[src/core/setpoint_supervisor_pkg.sv]
`default_nettype none
package setpoint_supervisor_pkg;
   localparam int unsigned CLK_HZ        = 25_000_000;
   localparam int unsigned MS_TIME       = 1;
   localparam int unsigned MS_CYCLES     = CLK_HZ * MS_TIME / 1000;
   localparam int unsigned CLK_KHZ       = CLK_HZ / 1000;
   localparam int unsigned STRAP_SETTLE  = 4;
   localparam int unsigned RESTART_MS    = 10;
   localparam int unsigned PHASES        = 16;
   localparam int unsigned STRAP_LEVELS  = 28;
   localparam logic [3:0]  MAX_NUM       = 4'hb;
   localparam logic [19:0] MAX_DEN       = 20'h0000a;
   localparam logic [8:0]  PCT_FULL      = 9'h064;

   localparam logic [7:0] ADDR_CTRL   = 8'h00;
   localparam logic [7:0] ADDR_SETPT  = 8'h04;
   localparam logic [7:0] ADDR_OVUV   = 8'h08;
   localparam logic [7:0] ADDR_PGTH   = 8'h0c;
   localparam logic [7:0] ADDR_PGDLY  = 8'h10;
   localparam logic [7:0] ADDR_FSW    = 8'h14;
   localparam logic [7:0] ADDR_STATUS = 8'h18;
   localparam logic [7:0] ADDR_LIMITS = 8'h1c;

   localparam int unsigned ST_PG_BIT   = 0;
   localparam int unsigned ST_OV_BIT   = 1;
   localparam int unsigned ST_UV_BIT   = 2;

   localparam logic [15:0] SHORT_MV  = 16'h0258;
   localparam logic [15:0] FLOAT_MV  = 16'h04b0;
   localparam logic [15:0] HIGH_MV   = 16'h09c4;
   localparam logic [15:0] STRAP_MV [STRAP_LEVELS] = '{
      16'h0258, 16'h028a, 16'h02bc, 16'h02ee, 16'h0320, 16'h0352, 16'h0384,
      16'h03b6, 16'h03e8, 16'h041a, 16'h044c, 16'h047e, 16'h04b0, 16'h04e2,
      16'h0514, 16'h0578, 16'h05dc, 16'h0640, 16'h06a4, 16'h0708, 16'h076c,
      16'h07d0, 16'h0834, 16'h0898, 16'h08fc, 16'h09c4, 16'h0bb8, 16'h0ce4};
   localparam logic [15:0] BIN_EDGE [5] = '{
      16'h03dc, 16'h0567, 16'h07b7, 16'h095e, 16'h0b93};
   localparam logic [15:0] BIN_CEIL [6] = '{
      16'h04b0, 16'h06a4, 16'h09c4, 16'h0b9a, 16'h0e60, 16'h122a};

   localparam logic [7:0]  OV_PCT_RST  = 8'h0f;
   localparam logic [7:0]  UV_PCT_RST  = 8'h0f;
   localparam logic [7:0]  PG_ON_RST   = 8'h5a;
   localparam logic [7:0]  PG_OFF_RST  = 8'h55;
   localparam logic [15:0] PG_DLY_RST  = 16'h000a;
   localparam logic [9:0]  FSW_RST     = 10'h140;
   localparam logic [9:0]  FSW_MIN     = 10'h0c8;
   localparam logic [9:0]  FSW_MAX     = 10'h280;
   localparam logic [3:0]  RETRY_RST   = 4'hf;
   localparam logic [3:0]  RETRY_INF   = 4'hf;

   typedef enum logic [1:0] {
      SYNC_INTERNAL, SYNC_INPUT, SYNC_OUTPUT, SYNC_RSVD
   } sync_mode_t;

   typedef enum logic [2:0] {
      S_INIT, S_OFF, S_RUN, S_FAULT, S_LOCK
   } state_t;

   typedef struct packed {
      logic [3:0]  retry;
      logic [3:0]  phase;
      logic        crowbar;
      sync_mode_t  sync_mode;
      logic        tune_en;
      logic        pg_tune;
      logic        pg_pp;
      logic        ovr_en;
      logic [15:0] cmd_mv;
      logic [7:0]  uv_pct;
      logic [7:0]  ov_pct;
      logic [7:0]  pg_off;
      logic [7:0]  pg_on;
      logic [15:0] pg_dly;
      logic [9:0]  fsw;
   } cfg_t;
endpackage : setpoint_supervisor_pkg
`default_nettype wire

[src/core/output_setpoint_supervisor.sv]
// Function
// - resistor strap picks one of 28 setpoints
// - strap sampled once at start-up, latched
// - three-level strap: 0.60, 1.2, 2.5 V
// - host command replaces strapped setpoint
// - setpoint limited to 1.1 times nominal, to nominal with three-level strap
// - while enabled, cap by enable-time bin
// - disabled output: only strap maximum applies
// - over-voltage above nominal plus 15 percent
// - shutdown response with limited retry count
// - crowbar: high off, low on until restart
// - restart automatically 10 ms after fault, once over-voltage clears
// - external sync forces plain shutdown response
// - host rewrites over-voltage limit and response
// - under-voltage below nominal minus 15 percent
// - power-good bit only in tolerance, no fault
// - power-good pin open-drain or push-pull
// - power-good hysteresis 90 and 85 percent
// - power-good delay, 10 ms default
// - autotune variant: power good after tuning
// - switching 320 kHz, range 200 to 640
// - internal clock default, sync in or out
// - phase offset, sixteen positions, when synced
// - start autotune after ramp-up completes
`timescale 1ns/1ps
`default_nettype none
module output_setpoint_supervisor
   import setpoint_supervisor_pkg::*;
#(
   parameter int unsigned MS_CYCLES_P     = MS_CYCLES,
   parameter bit          AUTOTUNE_VARIANT = 1'b1
) (
   input  wire logic        clk_i,
   input  wire logic        rst_i,
   input  wire logic        wb_cyc_i,
   input  wire logic        wb_stb_i,
   input  wire logic        wb_we_i,
   input  wire logic [7:0]  wb_adr_i,
   input  wire logic [3:0]  wb_sel_i,
   input  wire logic [31:0] wb_dat_i,
   output logic      [31:0] wb_dat_o,
   output logic             wb_ack_o,
   input  wire logic        strap_res_present_i,
   input  wire logic [4:0]  strap_res_idx_i,
   input  wire logic        strap_short_i,
   input  wire logic        strap_high_i,
   input  wire logic        enable_i,
   input  wire logic        sync_i,
   input  wire logic [15:0] vout_mv_i,
   input  wire logic        autotune_done_i,
   output logic      [15:0] setpoint_mv_o,
   output logic             high_side_en_o,
   output logic             low_side_en_o,
   output logic             sw_pulse_o,
   output logic             sync_o,
   output logic             sync_oe_o,
   output logic             power_good_o,
   output logic             power_good_oe_o,
   output logic             autotune_start_o
);

   function automatic logic [15:0] bin_ceiling(input logic [15:0] mv);
      logic [15:0] c;
      c = BIN_CEIL[5];
      for (int i = 4; i >= 0; i--) begin
         if (mv < BIN_EDGE[i]) begin
            c = BIN_CEIL[i];
         end
      end
      return c;
   endfunction : bin_ceiling

   function automatic logic [25:0] scale(input logic [15:0] mv,
                                         input logic [8:0]  pct);
      return {10'h000, mv} * {17'h00000, pct};
   endfunction : scale

   function automatic logic [31:0] merge(input logic [31:0] old,
                                         input logic [31:0] nw,
                                         input logic [3:0]  sel);
      logic [31:0] r;
      r = old;
      for (int b = 0; b < 4; b++) begin
         if (sel[b]) begin
            r[b*8 +: 8] = nw[b*8 +: 8];
         end
      end
      return r;
   endfunction : merge

   // two-stage synchronisers for pins
   localparam int unsigned NPIN = 10;
   logic [NPIN-1:0] pin_meta_q;
   logic [NPIN-1:0] pin_q;
   always_ff @(posedge clk_i) begin
      if (rst_i) begin
         pin_meta_q <= '0;
         pin_q      <= '0;
      end else begin
         pin_meta_q <= {strap_res_present_i, strap_res_idx_i, strap_short_i,
                        strap_high_i, enable_i, sync_i};
         pin_q      <= pin_meta_q;
      end
   end

   logic       res_present_s;
   logic [4:0] res_idx_s;
   logic       short_s;
   logic       high_s;
   logic       enable_s;
   logic       sync_s;
   assign {res_present_s, res_idx_s, short_s, high_s, enable_s, sync_s} =
          pin_q;

   cfg_t        cfg_q;
   state_t      state_q;
   logic [15:0] nominal_q;
   logic [15:0] max_q;
   logic [15:0] ceil_q;
   logic [15:0] target_q;
   logic [2:0]  settle_q;
   logic [3:0]  retries_q;
   logic [15:0] fault_ms_q;
   logic [15:0] ms_cnt_q;
   logic        ms_tick_q;
   logic        ov_flag_q;
   logic        uv_flag_q;
   logic        pg_cond_q;
   logic        pg_q;
   logic [15:0] pg_ms_q;
   logic        ramp_done_q;
   logic        tune_done_q;
   logic        tune_start_q;
   logic [15:0] acc_q;
   logic        sync_prev_q;
   logic        sw_pulse_q;
   logic        hs_q;
   logic        ls_q;
   logic        pgo_q;
   logic        pgoe_q;
   logic        synco_q;
   logic        syncoe_q;
   logic        ack_q;
   logic [31:0] rdata_q;

   logic        running;
   assign running = (state_q == S_RUN);

   // strap decode
   logic [15:0] strap_nom;
   logic [15:0] strap_max;
   logic [19:0] nom_x11;
   always_comb begin
      strap_nom = FLOAT_MV;
      nom_x11   = '0;
      if (res_present_s) begin
         if (res_idx_s < 5'(STRAP_LEVELS)) begin
            strap_nom = STRAP_MV[res_idx_s];
         end else begin
            strap_nom = STRAP_MV[STRAP_LEVELS-1];
         end
         nom_x11   = {4'h0, strap_nom} * {16'h0000, MAX_NUM};
         strap_max = 16'(nom_x11 / MAX_DEN);
      end else begin
         if (short_s) begin
            strap_nom = SHORT_MV;
         end else if (high_s) begin
            strap_nom = HIGH_MV;
         end
         strap_max = strap_nom;
      end
   end

   // setpoint selection and limits
   logic [15:0] req_mv;
   logic [15:0] lim_mv;
   logic [15:0] target_d;
   always_comb begin
      req_mv = cfg_q.ovr_en ? cfg_q.cmd_mv : nominal_q;
      lim_mv = max_q;
      if (state_q != S_OFF && state_q != S_INIT && ceil_q < lim_mv) begin
         lim_mv = ceil_q;
      end
      target_d = (req_mv > lim_mv) ? lim_mv : req_mv;
   end

   // thresholds in mV times percent
   logic [25:0] vout_x100;
   logic [25:0] ov_lim;
   logic [25:0] uv_lim;
   logic [25:0] pgon_lim;
   logic [25:0] pgoff_lim;
   logic        ov_now;
   logic        uv_now;
   always_comb begin
      vout_x100 = scale(vout_mv_i, PCT_FULL);
      ov_lim    = scale(target_q, PCT_FULL + {1'b0, cfg_q.ov_pct});
      uv_lim    = (cfg_q.uv_pct >= PCT_FULL[7:0]) ? '0 :
                  scale(target_q, PCT_FULL - {1'b0, cfg_q.uv_pct});
      pgon_lim  = scale(target_q, {1'b0, cfg_q.pg_on});
      pgoff_lim = scale(target_q, {1'b0, cfg_q.pg_off});
      ov_now    = (state_q != S_INIT) && (vout_x100 > ov_lim);
      uv_now    = running && ramp_done_q && (vout_x100 < uv_lim);
   end

   // millisecond tick
   always_ff @(posedge clk_i) begin
      if (rst_i) begin
         ms_cnt_q  <= '0;
         ms_tick_q <= 1'b0;
      end else if (ms_cnt_q == 16'(MS_CYCLES_P - 1)) begin
         ms_cnt_q  <= '0;
         ms_tick_q <= 1'b1;
      end else begin
         ms_cnt_q  <= ms_cnt_q + 16'h0001;
         ms_tick_q <= 1'b0;
      end
   end

   // main sequencer
   always_ff @(posedge clk_i) begin
      if (rst_i) begin
         state_q    <= S_INIT;
         settle_q   <= '0;
         nominal_q  <= '0;
         max_q      <= '0;
         ceil_q     <= '0;
         retries_q  <= '0;
         fault_ms_q <= '0;
      end else begin
         case (state_q)
            S_INIT: begin
               settle_q <= settle_q + 3'h1;
               if (settle_q == 3'(STRAP_SETTLE)) begin
                  nominal_q <= strap_nom;
                  max_q     <= strap_max;
                  state_q   <= S_OFF;
               end
            end
            S_OFF: begin
               if (enable_s) begin
                  ceil_q    <= bin_ceiling(target_q);
                  retries_q <= cfg_q.retry;
                  state_q   <= S_RUN;
               end
            end
            S_RUN: begin
               fault_ms_q <= '0;
               if (!enable_s) begin
                  state_q <= S_OFF;
               end else if (ov_now) begin
                  state_q <= S_FAULT;
               end
            end
            S_FAULT: begin
               if (ms_tick_q && fault_ms_q != 16'(RESTART_MS)) begin
                  fault_ms_q <= fault_ms_q + 16'h0001;
               end
               if (!enable_s) begin
                  state_q <= S_OFF;
               end else if (fault_ms_q == 16'(RESTART_MS) && !ov_now) begin
                  fault_ms_q <= '0;
                  if (retries_q == RETRY_INF) begin
                     state_q <= S_RUN;
                  end else if (retries_q != 4'h0) begin
                     retries_q <= retries_q - 4'h1;
                     state_q   <= S_RUN;
                  end else begin
                     state_q <= S_LOCK;
                  end
               end
            end
            S_LOCK: begin
               if (!enable_s) begin
                  state_q <= S_OFF;
               end
            end
            default: begin
               state_q <= S_INIT;
            end
         endcase
      end
   end

   // applied setpoint
   always_ff @(posedge clk_i) begin
      if (rst_i) begin
         target_q <= '0;
      end else begin
         target_q <= target_d;
      end
   end

   // gate drive permission
   always_ff @(posedge clk_i) begin
      if (rst_i) begin
         hs_q <= 1'b0;
         ls_q <= 1'b0;
      end else begin
         hs_q <= running;
         ls_q <= running ||
                 ((state_q == S_FAULT || state_q == S_LOCK) &&
                  cfg_q.crowbar && cfg_q.sync_mode != SYNC_INPUT);
      end
   end

   // ramp detection and autotune
   always_ff @(posedge clk_i) begin
      if (rst_i) begin
         ramp_done_q  <= 1'b0;
         tune_done_q  <= 1'b0;
         tune_start_q <= 1'b0;
      end else begin
         tune_start_q <= 1'b0;
         if (!running) begin
            ramp_done_q <= 1'b0;
         end else if (!ramp_done_q && vout_x100 >= pgon_lim) begin
            ramp_done_q  <= 1'b1;
            tune_start_q <= cfg_q.tune_en;
         end
         if (state_q == S_OFF) begin
            tune_done_q <= 1'b0;
         end else if (running && autotune_done_i) begin
            tune_done_q <= 1'b1;
         end
      end
   end

   // power good
   always_ff @(posedge clk_i) begin
      if (rst_i) begin
         pg_cond_q <= 1'b0;
         pg_q      <= 1'b0;
         pg_ms_q   <= '0;
      end else begin
         if (!running || ov_now || uv_now) begin
            pg_cond_q <= 1'b0;
         end else if (vout_x100 >= pgon_lim) begin
            pg_cond_q <= 1'b1;
         end else if (vout_x100 < pgoff_lim) begin
            pg_cond_q <= 1'b0;
         end
         if (!pg_cond_q) begin
            pg_q    <= 1'b0;
            pg_ms_q <= '0;
         end else if (cfg_q.pg_tune && cfg_q.tune_en) begin
            pg_q <= tune_done_q;
         end else if (pg_ms_q >= cfg_q.pg_dly) begin
            pg_q <= 1'b1;
         end else if (ms_tick_q) begin
            pg_ms_q <= pg_ms_q + 16'h0001;
         end
      end
   end

   always_ff @(posedge clk_i) begin
      if (rst_i) begin
         pgo_q  <= 1'b0;
         pgoe_q <= 1'b0;
      end else begin
         pgo_q  <= cfg_q.pg_pp ? pg_q : 1'b0;
         pgoe_q <= cfg_q.pg_pp ? 1'b1 : !pg_q;
      end
   end

   // switching clock and sync
   logic [16:0] acc_sum;
   logic        sync_rise;
   assign acc_sum   = {1'b0, acc_q} + {7'h00, cfg_q.fsw};
   assign sync_rise = sync_s && !sync_prev_q;
   always_ff @(posedge clk_i) begin
      if (rst_i) begin
         acc_q       <= '0;
         sync_prev_q <= 1'b0;
         sw_pulse_q  <= 1'b0;
         synco_q     <= 1'b0;
         syncoe_q    <= 1'b0;
      end else begin
         sync_prev_q <= sync_s;
         sw_pulse_q  <= 1'b0;
         // sync pin only in input mode
         if (cfg_q.sync_mode == SYNC_INPUT && sync_rise) begin
            acc_q <= 16'({12'h000, cfg_q.phase} * 16'(CLK_KHZ / PHASES));
         end else if (acc_sum >= 17'(CLK_KHZ)) begin
            acc_q      <= 16'(acc_sum - 17'(CLK_KHZ));
            sw_pulse_q <= running;
         end else begin
            acc_q <= acc_sum[15:0];
         end
         syncoe_q <= (cfg_q.sync_mode == SYNC_OUTPUT);
         synco_q  <= (cfg_q.sync_mode == SYNC_OUTPUT) &&
                     (acc_sum >= 17'(CLK_KHZ));
      end
   end

   // wishbone slave
   logic        req;
   logic [31:0] rd_word;
   logic [31:0] wr_word;
   assign req     = wb_cyc_i && wb_stb_i && !ack_q;
   assign wr_word = merge(rd_word, wb_dat_i, wb_sel_i);
   always_comb begin
      rd_word = '0;
      if (wb_adr_i == ADDR_CTRL) begin
         rd_word[15:0] = {cfg_q.retry, cfg_q.phase, 1'b0, cfg_q.crowbar,
                          cfg_q.sync_mode, cfg_q.tune_en, cfg_q.pg_tune,
                          cfg_q.pg_pp, cfg_q.ovr_en};
      end else if (wb_adr_i == ADDR_SETPT) begin
         rd_word[15:0] = cfg_q.cmd_mv;
      end else if (wb_adr_i == ADDR_OVUV) begin
         rd_word[15:0] = {cfg_q.uv_pct, cfg_q.ov_pct};
      end else if (wb_adr_i == ADDR_PGTH) begin
         rd_word[15:0] = {cfg_q.pg_off, cfg_q.pg_on};
      end else if (wb_adr_i == ADDR_PGDLY) begin
         rd_word[15:0] = cfg_q.pg_dly;
      end else if (wb_adr_i == ADDR_FSW) begin
         rd_word[9:0] = cfg_q.fsw;
      end else if (wb_adr_i == ADDR_STATUS) begin
         rd_word = {nominal_q, 10'h000, tune_done_q, running,
                    state_q == S_LOCK, uv_flag_q, ov_flag_q, pg_q};
      end else if (wb_adr_i == ADDR_LIMITS) begin
         rd_word = {max_q, target_q};
      end
   end

   always_ff @(posedge clk_i) begin
      if (rst_i) begin
         ack_q   <= 1'b0;
         rdata_q <= '0;
      end else begin
         ack_q   <= req;
         rdata_q <= req ? rd_word : '0;
      end
   end

   // configuration registers
   logic [9:0] fsw_w;
   assign fsw_w = wr_word[9:0];
   always_ff @(posedge clk_i) begin
      if (rst_i) begin
         cfg_q           <= '0;
         cfg_q.retry     <= RETRY_RST;
         cfg_q.crowbar   <= 1'b1;
         cfg_q.sync_mode <= SYNC_INTERNAL;
         cfg_q.tune_en   <= AUTOTUNE_VARIANT;
         cfg_q.pg_tune   <= AUTOTUNE_VARIANT;
         cfg_q.ov_pct    <= OV_PCT_RST;
         cfg_q.uv_pct    <= UV_PCT_RST;
         cfg_q.pg_on     <= PG_ON_RST;
         cfg_q.pg_off    <= PG_OFF_RST;
         cfg_q.pg_dly    <= PG_DLY_RST;
         cfg_q.fsw       <= FSW_RST;
      end else if (req && wb_we_i) begin
         if (wb_adr_i == ADDR_CTRL) begin
            {cfg_q.retry, cfg_q.phase} <= wr_word[15:8];
            cfg_q.crowbar   <= wr_word[6];
            cfg_q.sync_mode <= sync_mode_t'(wr_word[5:4]);
            cfg_q.tune_en   <= wr_word[3];
            cfg_q.pg_tune   <= wr_word[2];
            cfg_q.pg_pp     <= wr_word[1];
            cfg_q.ovr_en    <= wr_word[0];
         end else if (wb_adr_i == ADDR_SETPT) begin
            cfg_q.cmd_mv <= wr_word[15:0];
         end else if (wb_adr_i == ADDR_OVUV) begin
            {cfg_q.uv_pct, cfg_q.ov_pct} <= wr_word[15:0];
         end else if (wb_adr_i == ADDR_PGTH) begin
            {cfg_q.pg_off, cfg_q.pg_on} <= wr_word[15:0];
         end else if (wb_adr_i == ADDR_PGDLY) begin
            cfg_q.pg_dly <= wr_word[15:0];
         end else if (wb_adr_i == ADDR_FSW) begin
            cfg_q.fsw <= (fsw_w < FSW_MIN) ? FSW_MIN :
                         (fsw_w > FSW_MAX) ? FSW_MAX : fsw_w;
         end
      end
   end

   // sticky fault flags, set wins over clear
   logic st_clr;
   assign st_clr = req && wb_we_i && (wb_adr_i == ADDR_STATUS) && wb_sel_i[0];
   always_ff @(posedge clk_i) begin
      if (rst_i) begin
         ov_flag_q <= 1'b0;
         uv_flag_q <= 1'b0;
      end else begin
         ov_flag_q <= ov_now ||
                      (ov_flag_q && !(st_clr && wb_dat_i[ST_OV_BIT]));
         uv_flag_q <= uv_now ||
                      (uv_flag_q && !(st_clr && wb_dat_i[ST_UV_BIT]));
      end
   end

   assign wb_dat_o         = rdata_q;
   assign wb_ack_o         = ack_q;
   assign setpoint_mv_o    = target_q;
   assign high_side_en_o   = hs_q;
   assign low_side_en_o    = ls_q;
   assign sw_pulse_o       = sw_pulse_q;
   assign sync_o           = synco_q;
   assign sync_oe_o        = syncoe_q;
   assign power_good_o     = pgo_q;
   assign power_good_oe_o  = pgoe_q;
   assign autotune_start_o = tune_start_q;

endmodule : output_setpoint_supervisor
`default_nettype wire

[config.mk]
export PLATFORM = sky130hd
export DESIGN_NAME = output_setpoint_supervisor
export DESIGN_NICKNAME = d
export VERILOG_FILES = /design/src/core/setpoint_supervisor_pkg.sv /design/src/core/output_setpoint_supervisor.sv
export SDC_FILE = /design/constraint.sdc
export NUM_CORES = 2
export LEC_CHECK = 0
export BUFFER_PORTS_ARGS = -buffer_cell sky130_fd_sc_hd__clkbuf_2
export CAP_MARGIN = 20
export CORE_MARGIN = 5
export CORE_UTILIZATION = 60
export CTS_BUF_LIST = sky130_fd_sc_hd__clkbuf_4
export CTS_CLUSTER_DIAMETER = 30
export DETAILED_ROUTE_END_ITERATION = 12
export HOLD_SLACK_MARGIN = 0.02
export PLACE_DENSITY_LB_ADDON = 0.3
export SYNTH_ARGS = -nofsm -noshare
export SYNTH_HDL_FRONTEND = slang
export SYNTH_SLANG_ARGS = --single-unit
export TNS_END_PERCENT = 5
[constraint.sdc]
create_clock -name clk_i -period 17.3 [get_ports clk_i]
set_clock_uncertainty 0.2 [all_clocks]
set_input_delay 0.865 -clock clk_i [delete_from_list [all_inputs] [get_ports clk_i]]
set_output_delay 0.865 -clock clk_i [all_outputs]
set_load 0.02 [all_outputs]
==> results.cfg <==
[timing]
worst_pin_slew_ps = 1120
setup_viol = 0
max_slew_margin_pct = 24.9
final_max_slew_viol_count = 0
fmax_mhz = 61.2
whs_ps = 76.4
hold_viol_final = 0
finalCriticalPeriod_ps = 16340
finalCritPeriodShare_pct = 94.4

[floorplanning]
io_pins = 133
rows = 97
die_h_um = 275
start_util_pct = 60.3
die_area_um2 = 75700
design.core.area_um2 = 69900
die_w_um = 275

[cts]
htreeDepth = 3
clockBufferDepth = 3
cts-buffers-inserted = 79
cts_sinks = 280
cts_tree = yes
clk_latency_ps = 810
clk_pin_slew_ps = 60
clockRootBuffer = clkbuf_4

[layout]
fillCellCount = 6012
instances_no_fill = 6358
area_delta_synth_final_pct = 7.01
drive_gt1_share_pct = 9.47
final_nets = 6254

[worst_setup_path]
r2r_slack_ps = 960
path_class = reg2reg
timing.critical_path.mode_cell = buf_4
reg2reg_to = max_q[0]
cp-start-kind = flip-flop
path_max_fanout = 11
reg2reg_from = pin_q[5]
end_kind = flip-flop
crit_required_ps = 17710
cp_data_arrival_time_ps = 16740
worstRegToRegCells = 57
max_stage_delay_ps = 500
critPathCapture = max_q[0]
crit_start = pin_q[5]
crit_slowest_cell = fa_1

[logic_synthesis]
synth_area_leader_cell = fa_1
synth_area_per_cell_um2 = 7.98
ys.flop_type = dfxtp_1
ys_seq_area_share_pct = 13.3
post-synth-top-count-cell = nand2_1
synthCells = 5285
synthArstFlopShare_pct = 0
yosysWarnings = 0
synth_top_area_share_pct = 18.4
syn_area_um2 = 42200
synth.area.top_cells = fa_1, dfxtp_1, ha_1
synth-edff-count = 0
ys_top_cells_by_count = nand2_1, inv_1, ha_1
ys_seq_elements = 280
post_synth_num_cell_types = 126

[global_route]
groute.usage.overall_pct = 31.3
grt_overflow_total = 0
first_global_vias = 37464
antenna_found_initial = 3
grt_start_max_net_pins = 93
grt_pass1_wl_um = 194000

[run]
cap_violations = 0

[route]
drc_errors = 0
wirelength_um = 121000
drt_iter0_drc = 3437
dr_total_vias = 38672
firstDrtPassIters = 6
vias_per_cell = 6.08
ant_nets = 0
wire_per_inst_um = 19.0

[outcome]
status = complete, no violations

[worst_hold_path]
whs_path_depth = 2
worstHoldPathType = in2reg

[placement]
io_buffers = 111
dpl.hpwl_um = 91500
place.gp.congestion = 1.00
dp.cells = 6215
cell type report:
| type | count | area (um2) | area share, % |
|---|---|---|---|
| Clock inverter | 37 | 255 | 0.566 |
| Clock buffer | 97 | 728 | 1.61 |
| Antenna cell | 3 | 7.51 | 0.0166 |
| Sequential cell | 280 | 5610 | 12.4 |
| Inverter | 630 | 2360 | 5.24 |
| Timing Repair Buffer | 251 | 1620 | 3.58 |
| Tap cell | 940 | 1180 | 2.61 |
| Multi-Input combinational cell | 4120 | 33400 | 74.0 |
layer usage:
| layer | GRT usage [%] | up-vias | routed length (um) |
|---|---|---|---|
| li1 | - | 18090 | - |
| met1 | 40.0 | 18699 | 49000 |
| met2 | 52.7 | 1522 | 57200 |
| met3 | 5.06 | 361 | 8870 |
| met4 | 13.7 | 0 | 5930 |
| met5 | 0 | - | 0 |
worst max-delay path, delay by kind of cell, from the launching register on:
kind	cells	cell delay, ps
XOR/XNOR	2	350
AO/OA/AOI/OAI	26	8050
flip-flops	1	490
multiplexers	2	360
adder cells (fa/ha/maj)	4	1560
AND/OR/NAND/NOR	14	3570
buffers and inverters	9	1510
layout by cell type, fill, tap and decap left out, drive strengths merged, types with 20 or more instances in the layout:
cell type  synthesis  final
xor2              79     79
and2             216    216
a31oi             49     49
xnor2            176    176
fa               387    387
buf               43    140
o21a              31     31
nand2            657    657
nor2             349    349
inv              630    633
a22oi             35     35
o211ai            37     37
nand3             86     86
ha               429    429
nor4              29     29
dfxtp            280    280
and3              42     42
a211o             30     30
clkbuf           217    207
a221oi            22     22
mux2i             73     73
or3               27     27
nand4             51     51
nand2b            82     82
a21oi            334    334
a211oi            67     67
o31ai             23     23
a21o              54     54
mux2              27     27
o21bai            71     71
o221ai            20     20
nor2b            102    102
nor3              91     91
o21ai            177    177
clkinv             0     30
stage by stage:
| stage | util (%) | area [um2] | worst slack, ps | TNS [ps] |
|---|---|---|---|---|
| after CTS | 64.2 | 44900 | 244 | 0 |
| after global placement | 62.8 | 43900 | 570 | 0 |
| after floorplan | - | 42200 | 2160 | 0 |
| final | 64.6 | 45100 | 964 | 0 |
| after detailed placement | 62.8 | 43900 | 383 | 0 |
| after global routing | 64.6 | 45100 | -16.5 | -16.5 |
cells by family (layout without fill, tap and decap cells):
logic type	Yosys count	in the layout	share of synthesized area, %
muxes	101	101	2.52
xor gates and xnor gates	255	255	5.40
AOI/OAI and AO/OA	1122	1122	18.3
and+or+nand+nor	1820	1820	21.3
DFF	280	280	13.3
buffers and inverters	890	1015	8.10
adders and majority gates	816	816	31.1
other	1	9	0.00889
worst min path at each step:
stage	start	endpoint	slack [ps]
floorplan	pin_meta_q[0]	pin_q[0]	210
global placement	pin_meta_q[0]	pin_q[0]	220
detailed placement	pin_meta_q[0]	pin_q[0]	230
CTS	strap_res_idx_i[1]	pin_meta_q[5]	20
global route	strap_res_idx_i[3]	pin_meta_q[7]	50
finish	strap_res_idx_i[1]	pin_meta_q[5]	80
sequential cells by signal (all words and copies together) (netlist names), 11 cells and up:
register	flops
acc_q	16
ceil_q	11
cfg_q	89
fault_ms_q	16
max_q	13
ms_cnt_q	16
nominal_q	11
pg_ms_q	16
setpoint_mv_o	16
wb_dat_o	29
repair_timing:
| item | 4_1_cts | 5_1_grt |
|---|---|---|
| hold buffers | 1 | 0 |
| resized for setup | 0 | 33 |
| setup buffers | 0 | 5 |
| hold endpoints to repair | 1 | 0 |
| endpoints found under the setup margin | 0 | 3 |
Power is not shown: default switching activity piles up to over one toggle a cycle in this logic, so the estimate is an artifact.
